## src/design/fcsu_cfg.svh

```systemverilog
// Constants for the flash command controller: register offsets, field
// positions, reset values, command codes and timing counts.
// Assumes a 25 MHz system clock; included by bare name.
`ifndef FCSU_CFG_SVH
`define FCSU_CFG_SVH

// Register byte offsets on the Wishbone slave.
`define FCSU_OFS_CTRL     4'h0
`define FCSU_OFS_ADDR     4'h4
`define FCSU_OFS_WDATA    4'h8
`define FCSU_OFS_RESULT   4'hC
`define FCSU_OFS_IRQ_STAT 5'h10
`define FCSU_OFS_IRQ_MASK 5'h14
`define FCSU_OFS_PINS     5'h18

// Control register: operation code in bits 3:0, go bit 8.
`define FCSU_CTRL_GO_BIT  8
// Result register: busy bit 31, last status byte 7:0, read word 23:8.
`define FCSU_RES_BUSY_BIT 31

// Flash status byte fields.
`define FCSU_SR_READY     7
`define FCSU_SR_PAUSED    6
`define FCSU_SR_ERASE_ERR 5
`define FCSU_SR_PROG_ERR  4
`define FCSU_SR_VPP_LOW   3
`define FCSU_SR_USED_MASK 8'hF8

// Command codes written on the low data byte.
`define FCSU_CMD_READ_ARRAY 8'hFF
`define FCSU_CMD_IDENT      8'h90
`define FCSU_CMD_READ_STAT  8'h70
`define FCSU_CMD_CLEAR_STAT 8'h50
`define FCSU_CMD_PROGRAM    8'h40
`define FCSU_CMD_PROGRAM_2  8'h10
`define FCSU_CMD_ERASE      8'h20
`define FCSU_CMD_CONFIRM    8'hD0
`define FCSU_CMD_SUSPEND    8'hB0

// Strobe timing: each phase of a flash bus cycle, in ns and in cycles.
`define FCSU_CLK_NS       40
`define FCSU_PHASE_NS     120
`define FCSU_PHASE_CYC    ((`FCSU_PHASE_NS + `FCSU_CLK_NS - 1) / `FCSU_CLK_NS)

// Reset values.
`define FCSU_MASK_RESET   4'h0

`endif

```

## src/design/fcsu_pkg.sv

```systemverilog
// Types of the flash command controller.
// Assumes nothing beyond a SystemVerilog compiler.
package fcsu_pkg;

  typedef enum logic [3:0] {
    FCSU_OP_READ_ARRAY = 4'h0,
    FCSU_OP_IDENT      = 4'h1,
    FCSU_OP_READ_STAT  = 4'h2,
    FCSU_OP_CLEAR_STAT = 4'h3,
    FCSU_OP_PROGRAM    = 4'h4,
    FCSU_OP_ERASE      = 4'h5,
    FCSU_OP_SUSPEND    = 4'h6,
    FCSU_OP_RESUME     = 4'h7,
    FCSU_OP_READ_WORD  = 4'h8
  } fcsu_op_t;

  typedef enum logic [5:0] {
    FCSU_ST_IDLE  = 6'h01,
    FCSU_ST_SETUP = 6'h02,
    FCSU_ST_STRB  = 6'h04,
    FCSU_ST_HOLD  = 6'h08,
    FCSU_ST_GAP   = 6'h10,
    FCSU_ST_DONE  = 6'h20
  } fcsu_state_t;

endpackage : fcsu_pkg

```

## src/design/fcsu_ctrl.sv

```systemverilog
// Host-side controller for an asynchronous boot-block flash memory.
// Assumes a 25 MHz clock, a classic Wishbone master, and a flash part
// wired to the pins below; the data bus is resolved by the testbench.
//
// What this block does
// - Identifier is one write of 90h, then one read; address bit 0 picks maker or part code.
// - Status read is one write of 70h, then reads at any address.
// - Program is two writes: 40h (10h is not used), then data at target.
// - The program data write carries target address and data together.
// - Block erase is 20h then confirm D0h, both at an in-block address.
// - Upper data byte of command writes is driven to a valid level.
// - Status bit 7 is ready; host checks it before the error bits.
// - Status bits 2 to 0 are reserved and masked by the host.
//
// The address map and the Wishbone slave port are this design's own decisions.

`timescale 1ns/1ns
`default_nettype none
`include "fcsu_cfg.svh"

module fcsu_ctrl
  import fcsu_pkg::*;
#(
  parameter int ADDR_W = 20,
  parameter int DATA_W = 16
) (
  // System.
  input  wire logic              clock,
  input  wire logic              reset,
  // Wishbone slave.
  input  wire logic              wb_cyc_i,
  input  wire logic              wb_stb_i,
  input  wire logic              wb_we_i,
  input  wire logic [4:0]        wb_adr_i,
  input  wire logic [3:0]        wb_sel_i,
  input  wire logic [31:0]       wb_dat_i,
  output var  logic [31:0]       wb_dat_o,
  output var  logic              wb_ack_o,
  // Interrupt.
  output var  logic              irq,
  // Flash pins.
  output var  logic [ADDR_W-1:0] flash_addr,
  input  wire logic [DATA_W-1:0] flash_dq_i,
  output var  logic [DATA_W-1:0] flash_dq_o,
  output var  logic              flash_dq_oe,
  output var  logic              flash_ce_n,
  output var  logic              flash_oe_n,
  output var  logic              flash_we_n,
  output var  logic              reset_powerdown_n,
  output var  logic              flash_wp_n
);

  localparam logic [7:0] PHASE = 8'(`FCSU_PHASE_CYC);

  ////////////////////////////////////////////////////////////////////////
  // Bus decode.

  logic              wr_hit;
  logic              rd_hit;
  logic [3:0]        op_r;
  logic [ADDR_W-1:0] addr_r;
  logic [DATA_W-1:0] wdata_r;
  logic [7:0]        status_r;
  logic [DATA_W-1:0] rword_r;
  logic [3:0]        ist_r;
  logic [3:0]        imask_r;
  logic [1:0]        pins_r;
  logic              busy_r;
  logic              go;

  assign wr_hit = wb_cyc_i && wb_stb_i && wb_we_i && !wb_ack_o;
  assign rd_hit = wb_cyc_i && wb_stb_i && !wb_we_i && !wb_ack_o;
  // A start request while busy is dropped; software polls the busy bit.
  assign go     = wr_hit && wb_adr_i == 5'(`FCSU_OFS_CTRL) && wb_sel_i[1]
                  && wb_dat_i[`FCSU_CTRL_GO_BIT] && !busy_r;

  always_ff @(posedge clock or posedge reset) begin
    if (reset) begin
      wb_ack_o <= 1'b0;
    end else begin
      wb_ack_o <= wb_cyc_i && wb_stb_i && !wb_ack_o;
    end
  end

  always_ff @(posedge clock or posedge reset) begin
    if (reset) begin
      wb_dat_o <= 32'h0000_0000;
    end else if (rd_hit) begin
      case (wb_adr_i)
        5'(`FCSU_OFS_CTRL):     wb_dat_o <= {28'h000_0000, op_r};
        5'(`FCSU_OFS_ADDR):     wb_dat_o <= 32'(addr_r);
        5'(`FCSU_OFS_WDATA):    wb_dat_o <= 32'(wdata_r);
        5'(`FCSU_OFS_RESULT):   wb_dat_o <= {busy_r, 7'h00,
                                            8'(rword_r >> 8),
                                            8'(rword_r), status_r};
        `FCSU_OFS_IRQ_STAT:     wb_dat_o <= {28'h000_0000, ist_r};
        `FCSU_OFS_IRQ_MASK:     wb_dat_o <= {28'h000_0000, imask_r};
        `FCSU_OFS_PINS:         wb_dat_o <= {30'h0000_0000, pins_r};
        default:                wb_dat_o <= 32'h0000_0000;
      endcase
    end
  end

  always_ff @(posedge clock or posedge reset) begin
    if (reset) begin
      op_r    <= 4'h0;
      addr_r  <= '0;
      wdata_r <= '0;
      imask_r <= `FCSU_MASK_RESET;
      pins_r  <= 2'h0;
    end else if (wr_hit) begin
      case (wb_adr_i)
        5'(`FCSU_OFS_CTRL):  if (!busy_r) op_r <= wb_dat_i[3:0];
        5'(`FCSU_OFS_ADDR):  addr_r  <= wb_dat_i[ADDR_W-1:0];
        5'(`FCSU_OFS_WDATA): wdata_r <= wb_dat_i[DATA_W-1:0];
        `FCSU_OFS_IRQ_MASK:  imask_r <= wb_dat_i[3:0];
        `FCSU_OFS_PINS:      pins_r  <= wb_dat_i[1:0];
        default:             ;
      endcase
    end
  end

  ////////////////////////////////////////////////////////////////////////
  // Sequence plan: each operation is one or two flash bus cycles.

  function automatic logic [7:0] first_code(input logic [3:0] op);
    case (op)
      FCSU_OP_IDENT:      first_code = `FCSU_CMD_IDENT;
      FCSU_OP_READ_STAT:  first_code = `FCSU_CMD_READ_STAT;
      FCSU_OP_CLEAR_STAT: first_code = `FCSU_CMD_CLEAR_STAT;
      FCSU_OP_PROGRAM:    first_code = `FCSU_CMD_PROGRAM;
      FCSU_OP_ERASE:      first_code = `FCSU_CMD_ERASE;
      FCSU_OP_SUSPEND:    first_code = `FCSU_CMD_SUSPEND;
      FCSU_OP_RESUME:     first_code = `FCSU_CMD_CONFIRM;
      default:            first_code = `FCSU_CMD_READ_ARRAY;
    endcase
  endfunction : first_code

  // Ops that need a second cycle: identifier read, status read, program,
  // erase confirm.  Read word is a single read cycle.
  function automatic logic two_cycles(input logic [3:0] op);
    two_cycles = op == FCSU_OP_IDENT || op == FCSU_OP_READ_STAT ||
                 op == FCSU_OP_PROGRAM || op == FCSU_OP_ERASE;
  endfunction : two_cycles

  fcsu_state_t state_r;
  logic [7:0]  cnt_r;
  logic        second_r;
  logic        is_read;
  logic        done_pulse;
  logic [DATA_W-1:0] dq_s1_r;
  logic [DATA_W-1:0] dq_s2_r;

  assign is_read = (op_r == FCSU_OP_READ_WORD) ||
                   (second_r && (op_r == FCSU_OP_IDENT ||
                                 op_r == FCSU_OP_READ_STAT));
  assign done_pulse = state_r == FCSU_ST_DONE;

  // The data pins are asynchronous to our clock.
  always_ff @(posedge clock or posedge reset) begin
    if (reset) begin
      dq_s1_r <= '0;
      dq_s2_r <= '0;
    end else begin
      dq_s1_r <= flash_dq_i;
      dq_s2_r <= dq_s1_r;
    end
  end

  always_ff @(posedge clock or posedge reset) begin
    if (reset) begin
      state_r  <= FCSU_ST_IDLE;
      cnt_r    <= 8'h00;
      second_r <= 1'b0;
      busy_r   <= 1'b0;
    end else begin
      case (state_r)
        FCSU_ST_IDLE: if (go) begin
          state_r  <= FCSU_ST_SETUP;
          cnt_r    <= PHASE;
          second_r <= 1'b0;
          busy_r   <= 1'b1;
        end
        FCSU_ST_SETUP: if (cnt_r <= 8'h01) begin
          state_r <= FCSU_ST_STRB;
          cnt_r   <= PHASE;
        end else cnt_r <= cnt_r - 8'h01;
        FCSU_ST_STRB: if (cnt_r <= 8'h01) begin
          state_r <= FCSU_ST_HOLD;
          cnt_r   <= PHASE;
        end else cnt_r <= cnt_r - 8'h01;
        FCSU_ST_HOLD: if (cnt_r <= 8'h01) begin
          state_r <= FCSU_ST_GAP;
          cnt_r   <= PHASE;
        end else cnt_r <= cnt_r - 8'h01;
        FCSU_ST_GAP: if (cnt_r <= 8'h01) begin
          if (!second_r && two_cycles(op_r)) begin
            second_r <= 1'b1;
            state_r  <= FCSU_ST_SETUP;
            cnt_r    <= PHASE;
          end else state_r <= FCSU_ST_DONE;
        end else cnt_r <= cnt_r - 8'h01;
        FCSU_ST_DONE: begin
          state_r <= FCSU_ST_IDLE;
          busy_r  <= 1'b0;
        end
        default: state_r <= FCSU_ST_IDLE;
      endcase
    end
  end

  ////////////////////////////////////////////////////////////////////////
  // Pin drive.  Address, data and chip enable are held through the
  // hold phase so the device latches them on the strobe's rising edge.

  always_ff @(posedge clock or posedge reset) begin
    if (reset) begin
      flash_addr  <= '0;
      flash_dq_o  <= '0;
      flash_dq_oe <= 1'b0;
      flash_ce_n  <= 1'b1;
      flash_oe_n  <= 1'b1;
      flash_we_n  <= 1'b1;
    end else begin
      flash_ce_n <= !(state_r == FCSU_ST_SETUP || state_r == FCSU_ST_STRB
                      || state_r == FCSU_ST_HOLD);
      flash_we_n <= !(state_r == FCSU_ST_STRB && !is_read);
      flash_oe_n <= !(state_r == FCSU_ST_STRB && is_read);
      flash_dq_oe <= (state_r == FCSU_ST_SETUP || state_r == FCSU_ST_STRB
                      || state_r == FCSU_ST_HOLD) && !is_read;
      flash_addr <= addr_r;
      if (second_r && op_r == FCSU_OP_PROGRAM)
        flash_dq_o <= wdata_r;
      else if (second_r && op_r == FCSU_OP_ERASE)
        flash_dq_o <= DATA_W'(`FCSU_CMD_CONFIRM);
      else
        flash_dq_o <= DATA_W'(first_code(op_r));
      if (second_r && op_r == FCSU_OP_IDENT)
        flash_addr <= {addr_r[ADDR_W-1:1], addr_r[0]};
    end
  end

  always_ff @(posedge clock or posedge reset) begin
    if (reset) begin
      reset_powerdown_n <= 1'b0;
      flash_wp_n        <= 1'b0;
    end else begin
      reset_powerdown_n <= pins_r[0];
      flash_wp_n        <= pins_r[1];
    end
  end

  ////////////////////////////////////////////////////////////////////////
  // Capture.  The sample is taken at the end of the output-enable phase,
  // once the synchroniser has had two clock cycles' worth of settling.

  always_ff @(posedge clock or posedge reset) begin
    if (reset) begin
      rword_r  <= '0;
      status_r <= 8'h00;
    end else if (state_r == FCSU_ST_HOLD && cnt_r == PHASE && is_read) begin
      rword_r <= dq_s2_r;
      if (op_r == FCSU_OP_READ_STAT)
        status_r <= dq_s2_r[7:0] & `FCSU_SR_USED_MASK;
    end
  end

  ////////////////////////////////////////////////////////////////////////
  // Interrupts: 0 done, 1 error bits seen, 2 erase paused, 3 voltage low.
  // Errors are only reported once the ready bit says the engine is idle.

  logic       stat_cap;
  logic [3:0] ev;

  assign stat_cap = done_pulse && op_r == FCSU_OP_READ_STAT &&
                    status_r[`FCSU_SR_READY];
  assign ev = {stat_cap && status_r[`FCSU_SR_VPP_LOW],
               stat_cap && status_r[`FCSU_SR_PAUSED],
               stat_cap && (status_r[`FCSU_SR_ERASE_ERR] ||
                            status_r[`FCSU_SR_PROG_ERR]),
               done_pulse};

  always_ff @(posedge clock or posedge reset) begin
    if (reset) begin
      ist_r <= 4'h0;
    end else begin
      // A new event wins over a write-one clear in the same cycle.
      ist_r <= (ist_r & ~((wr_hit && wb_adr_i == `FCSU_OFS_IRQ_STAT)
                          ? wb_dat_i[3:0] : 4'h0)) | ev;
    end
  end

  always_ff @(posedge clock or posedge reset) begin
    if (reset) begin
      irq <= 1'b0;
    end else begin
      irq <= |(ist_r & imask_r);
    end
  end

endmodule : fcsu_ctrl

`default_nettype wire

```

## config.mk

```make
export PLATFORM = sky130hd
export DESIGN_NAME = fcsu_ctrl
export DESIGN_NICKNAME = d
export VERILOG_FILES = /design/src/design/fcsu_pkg.sv /design/src/design/fcsu_ctrl.sv
export VERILOG_INCLUDE_DIRS = /design/src /design/src/design
export SDC_FILE = /design/constraint.sdc
export NUM_CORES = 1
export LEC_CHECK = 0
export BUFFER_PORTS_ARGS = -buffer_cell sky130_fd_sc_hd__clkbuf_2
export CAP_MARGIN = 5
export CELL_PAD_IN_SITES_DETAIL_PLACEMENT = 1
export CELL_PAD_IN_SITES_GLOBAL_PLACEMENT = 1
export CORE_UTILIZATION = 48
export CTS_CLUSTER_DIAMETER = 50
export DETAILED_ROUTE_END_ITERATION = 7
export PLACE_DENSITY = 0.83
export SLEW_MARGIN = 20
export SYNTH_ARGS = -nofsm -noshare
export SYNTH_HDL_FRONTEND = slang
export SYNTH_SLANG_ARGS = --single-unit
export TNS_END_PERCENT = 30
```

## constraint.sdc

```tcl
create_clock -name clock -period 9.2 [get_ports clock]
set_clock_uncertainty 0.1 [all_clocks]
set_input_delay 1.38 -clock clock [delete_from_list [all_inputs] [get_ports clock]]
set_output_delay 1.38 -clock clock [all_outputs]
set_load 0.01 [all_outputs]
```

== Yosys cells after proc, flatten, opt, wreduce, memory -nomap -nowiden ==
Index checks and enable logic that the tools add are counted.
W data, S select, Z words.

* Add/subtract/negate cells: 1
* Bitwise logic cells: 5
* Order comparisons: 1
* Equality and inequality tests: 28
* Reductions and logical operators: 56
* Muxes and demuxes: 23

{| class="wikitable"
|+ Operator list
! operator !! number
|-
| $pmux W32 S7 || 1
|-
| $pmux W8 S7 || 1
|-
| $mux W8 || 5
|-
| $mux W6 || 6
|-
| $pmux W6 S5 || 1
|-
| $logic_and A1 B1 Y1 || 25
|-
| $pmux W8 S3 || 1
|-
| $eq A4 B3 Y1 const B || 4
|-
| $mux W16 || 1
|-
| $eq A5 B5 Y1 const B || 3
|-
| $ne A2 B2 Y1 const B || 6
|-
| $reduce_and A2 Y1 || 6
|-
| $eq A5 B4 Y1 const B || 2
|-
| $and A4 B4 Y4 || 2
|-
| $eq A4 B2 Y1 const B || 2
|-
| $eq A8 B2 Y1 const B || 1
|-
| $le A8 B1 Y1 const B || 1
|-
| $logic_not A1 Y1 || 8
|-
| $sub A8 B1 Y8 const B || 1
|-
| $logic_or A1 B1 Y1 || 7
|-
| $eq A6 B1 Y1 const B || 1
|-
| $eq A6 B2 Y1 const B || 1
|-
| $eq A6 B3 Y1 const B || 1
|-
| $eq A6 B4 Y1 const B || 1
|-
| other kinds (20) || 26
|}

* Bits in registers: 195
* Input bits: 62
* Output and inout bits: 76
* Word-level logic and storage cells: 139

== Depth between registers and ports, before layout ==
* Depth after elaboration: 9
* Gate-level depth with buffers: 8
* Gate-level depth less buffers: 7

== Least setup slack after synthesis ==
OpenSTA, ideal clock, no wires.

* Kind: input-to-reg
* Start point: input port wb_adr_i[3]
* End point: register addr_r[0]
* Path slack: 6.035 ns
* Arrival: 2.940 ns
* Setup time: 0.125 ns
* Path buffers: 3
* Required time: 8.975 ns
* Stages: 6
* Cell sequence: clkbuf_1 -> nor3_1 -> clkbuf_1 -> and3_1 -> clkbuf_1 -> mux2_2

* Word-level cells in the longest chain between the ends: 2

{| class="wikitable"
|+ Ends and longest elaborated chain
! what !! line !! source
|-
| start, declared || fcsu_ctrl.sv:34 || <nowiki>input wire logic [4:0] wb_adr_i,</nowiki>
|-
| $eq A5 B3 Y1 || fcsu_ctrl.sv:112 || <nowiki>case (wb_adr_i)</nowiki>
|-
| $reduce_and A2 Y1 (no line) || n/a ||
|-
| end signal, assigned || fcsu_ctrl.sv:114 || <nowiki>5'(`FCSU_OFS_ADDR): addr_r <= wb_dat_i[ADDR_W-1:0];</nowiki>
|-
| end, declared || fcsu_ctrl.sv:61 || <nowiki>logic [ADDR_W-1:0] addr_r;</nowiki>
|}

No other way between the ends.
A chain may end at the register's enable or synchronous reset.

== Worst setup path in the final report ==
* Start point: input port wb_adr_i[2]
* End point: register wdata_r[5]

* Word-level cells in the longest chain between the ends: 2

{| class="wikitable"
|+ Ends and longest elaborated chain
! what !! line !! source
|-
| $eq A5 B4 Y1 || fcsu_ctrl.sv:112 ||
|-
| $reduce_and A2 Y1 (no line) || n/a ||
|-
| end signal, assigned || fcsu_ctrl.sv:115 || <nowiki>5'(`FCSU_OFS_WDATA): wdata_r <= wb_dat_i[DATA_W-1:0];</nowiki>
|-
| end, declared || fcsu_ctrl.sv:62 || <nowiki>logic [DATA_W-1:0] wdata_r;</nowiki>
|}

No other way between the ends.

==> metrics.csv <==
stage,metric,value,unit
worst_setup_path,"Max FO, Critical Path",21,
sta,worst-margin pin slew,937,ps
logic_synthesis,Async SR Flop Fraction,100,%
place,port bufs,115,
drt,DR WL/cell,21.6,um
min_path,hold depth,0,
floorplanning,core area,0.0147,mm2
logic_synthesis,Syn Std Cell Area,0.00734,mm2
sta,Max Slew Vio Count,0,
worst_setup_path,CP peak stage delay,630,ps
clock_network,Root Buffer,clkbuf_16,
global_route,pin count of the biggest net entering global routing,118,
global_route,antenna violations before repair,0,
logic_synthesis,largest area contributor in the netlist,dfrtp_1,
clock_network,CTS Buf Count,17,
logic_synthesis,YS warnings,0,
finish,area grow syn2layout,18.7,%
worst_setup_path,"Req. time, crit path",9410,ps
global_route,GRT Resource Usage Total,25.4,%
pwr,Internal,1400,uW
sta,RSZ-0062 raised after global routing,false,
logic_synthesis,Seq cells post-synth,188,
drt,# DRC,10,
pwr,Pwr Density,209,mW/mm2
worst_setup_path,reg2reg start,second_r,
pwr,sequential power share,49.0,%
drt,DRT iter0 DRCs,380,
clock_network,clock buffer depth,2,
clock_network,Post-CTS Setup Bufs,0,
min_path,HP Class,flip-flop to flip-flop,
logic_synthesis,"Seq/Total Area, Yosys",64.2,%
global_route,first-pass GRT wire length,30.1,mm
drt,via count,4964,
clock_network,"Clk Latency, worst-skew pair",430,ps
global_route,vias in the first global route,5450,
flow_run,maxcap violations,0,
drt,Vias/cell,5.78,
worst_setup_path,slowest cell on the critical path,nand2_1,
logic_synthesis,Synth Flop Type,dfrtp_1,
worst_setup_path,worst path bufs/invs,1,
status,failing checks,design-rule violations,
logic_synthesis,Yosys cell types,59,
worst_setup_path,kind of critical path,input port to flip-flop,
clock_network,CTS H-Tree Depth,4,
drt,"antenna viol nets, final",0,
global_route,grt ovf,0,
logic_synthesis,synth top area cells,"dfrtp_1 63%, mux2_2 11%, a22oi_1 2.3%",
finish,Antenna Cells,0,
floorplanning,# rows,44,
worst_setup_path,CP Capture Type,flip-flop,
min_path,hold wc startpoint,dq_s1_r[7],
floorplanning,DIE HEIGHT,126,um
logic_synthesis,Post-Syn Instances,551,
floorplanning,Die X-Extent,126,um
sta,Setup Viol. Count Final,0,
worst_setup_path,flop2flop setup slack,6020,ps
clock_network,CTS tree,done,
worst_setup_path,critical path arrival,3640,ps
clock_network,clk sinks,188,
pwr,leakage,0.00432,uW
place,DP HPWL,12.1,mm
pwr,Peak VDD IR,150,uV
clock_network,post-CTS sizing,0,
sta,Achievable Freq,0.291,GHz
clock_network,"CTS clk-pin slew, worst paths",70,ps
pwr,Switching Power,421,uW
sta,Final TNS setup,0,ps
floorplanning,I/O Pins,138,
worst_setup_path,critical path launch point type,input port,
drt,routed wire length,18.5,mm
logic_synthesis,Synth top area share,62.7,%
finish,share of cells above drive strength 1,36.0,%
pwr,clock share of power,44.2,%
logic_synthesis,syn_area_per_cell,13.3,um2
status,status,finished with violations,
worst_setup_path,Reg2Reg Depth,5,
logic_synthesis,"EDFF count, synth",0,
floorplanning,die area,0.0158,mm2
sta,Fin. Hold Viols,0,
place,GP Congestion,0.836,
floorplanning,initial core utilization,49.9,%
finish,nets,728,
min_path,Min-Delay Endpoint,dq_s2_r[7],
finish,Final Core Density,59.3,%
sta,Max-Slew Margin vs Limit,37.4,%
worst_setup_path,Crit path max-delay family,simple AND/OR/NAND/NOR gates,
clock_network,cts hold-fix bufs,0,
sta,period utilization,37.3,%
drt,1st-pass router iterations,6,
pwr,share of total power in combinational logic,6.8,%
worst_setup_path,FF-to-FF End,status_r[6],
sta,min cycle time layout,3430,ps
worst_setup_path,crit path cell chain,clkbuf_2 > nor2_1 > and3_1 > nand2_1 > mux2_2,
pwr,Switching Share,23.1,%
power by group through the flow:
stage | Clock (uW) | Combinational (uW) | Sequential [uW]
finish | 807 | 124 | 894
global route | 851 | 137 | 898
global placement | 0 | 115 | 905
detailed placement | 0 | 121 | 909
floorplan | 0 | 74.1 | 903
CTS | 818 | 125 | 894
cell families (layout without fill, tap and decap cells):
| kind of cell | Yosys count | in the layout | synth area share [%] |
|---|---|---|---|
| flops | 188 | 188 | 64.2 |
| buf+inv | 41 | 159 | 2.49 |
| simple gates | 137 | 137 | 10.4 |
| other cells | 1 | 7 | 0.0511 |
| fa+ha+maj | 3 | 3 | 0.511 |
| mux | 81 | 81 | 12.6 |
| xor+xnor | 3 | 3 | 0.358 |
| compound gates | 97 | 97 | 9.39 |
cells in the mapped netlist (2+ instances only):
| cell | count |
|---|---|
| nand2_1 | 44 |
| ha_1 | 3 |
| nand2b_1 | 5 |
| nor3b_1 | 2 |
| or3_1 | 5 |
| a22o_1 | 10 |
| and3_1 | 11 |
| a221o_1 | 3 |
| buf_4 | 7 |
| a22oi_1 | 22 |
| a21oi_1 | 5 |
| a32o_1 | 2 |
| dfstp_2 | 4 |
| mux2i_1 | 3 |
| buf_2 | 2 |
| nor2_1 | 18 |
| xor2_1 | 2 |
| and2_1 | 10 |
| nor2b_1 | 8 |
| dfrtp_1 | 184 |
| nor3_1 | 5 |
| nor4_1 | 4 |
| inv_1 | 7 |
| or4_1 | 4 |
| o21ai_0 | 30 |
| o22ai_1 | 3 |
| nand3_1 | 5 |
| a211oi_1 | 2 |
| a21o_1 | 7 |
| clkbuf_1 | 24 |
| and3b_1 | 2 |
| mux2_4 | 5 |
| nand3b_1 | 5 |
| mux2_2 | 73 |
placed cells by master (no fill, tap or decap), types with 7 or more instances in the layout:
| master | instances |
|---|---|
| dfrtp_1 | 184 |
| clkbuf_2 | 115 |
| mux2_2 | 73 |
| nand2_1 | 44 |
| o21ai_0 | 30 |
| a22oi_1 | 22 |
| nor2_1 | 18 |
| clkbuf_16 | 17 |
| and3_1 | 11 |
| a22o_1 | 10 |
| and2_1 | 10 |
| nor2b_1 | 8 |
| a21o_1 | 7 |
| conb_1 | 7 |
per-stage QoR:
| stage | area [um2] | std cells | hold slack, ps | setup slack (ps) | power [uW] |
|---|---|---|---|---|---|
| 6_report | 8710 | 859 | 248 | 5770 | 1820 |
| 5_1_grt | 8710 | 859 | 259 | 5700 | 1890 |
| 4_1_cts | 8710 | 859 | 250 | 5830 | 1840 |
| 3_5_place_dp | 8060 | 828 | 236 | 5450 | 1030 |
| 3_3_place_gp | 8060 | 828 | 233 | 5440 | 1020 |
| 2_1_floorplan | 7360 | 557 | 231 | 2610 | 977 |
per-layer routing:
metal	track usage, %	vias up	routed length (um)
li1	-	2172	-
met1	31.6	2574	7600
met2	42.4	166	9390
met3	4.93	52	877
met4	13.5	0	655
met5	0	-	0
registers in the layout, indices dropped and copies added, names as in the netlist, 5 cells and up:
signal and count:
wb_dat_o 25, addr_r 20, flash_addr 20, dq_s1_r 16, dq_s2_r 16, flash_dq_o 16
rword_r 16, wdata_r 16, cnt_r 8, state_r 6, status_r 5
worst reg2reg max path, stage by stage, from the launching register on:
cell     delay, ps
dfrtp_1        560
inv_1          170
o41ai_2        570
nand4_4        490
or4_1          790
mux2_4         380
how the worst max path moves through the flow:
stage | startpoint | end | slack, ps | depth (start not counted)
floorplan | reset | addr_r[0] | 2610 | 1
global placement | wb_adr_i[2] | wdata_r[13] | 5440 | 5
detailed placement | wb_adr_i[2] | wdata_r[6] | 5450 | 5
CTS | wb_adr_i[2] | wdata_r[5] | 5830 | 5
global route | wb_adr_i[2] | wdata_r[7] | 5700 | 5
finish | wb_adr_i[2] | wdata_r[5] | 5770 | 5
final cells by class:
cell class | count | area [um2]
Clock buffer | 18 | 439
Clock inverter | 13 | 211
Fill cell | 1492 | 5980
Inverter | 7 | 33.8
Multi-Input combinational cell | 328 | 2470
Sequential cell | 188 | 4710
Tap cell | 184 | 230
Timing Repair Buffer | 121 | 621
No activity file was read; power rests on OpenSTA's default activity.
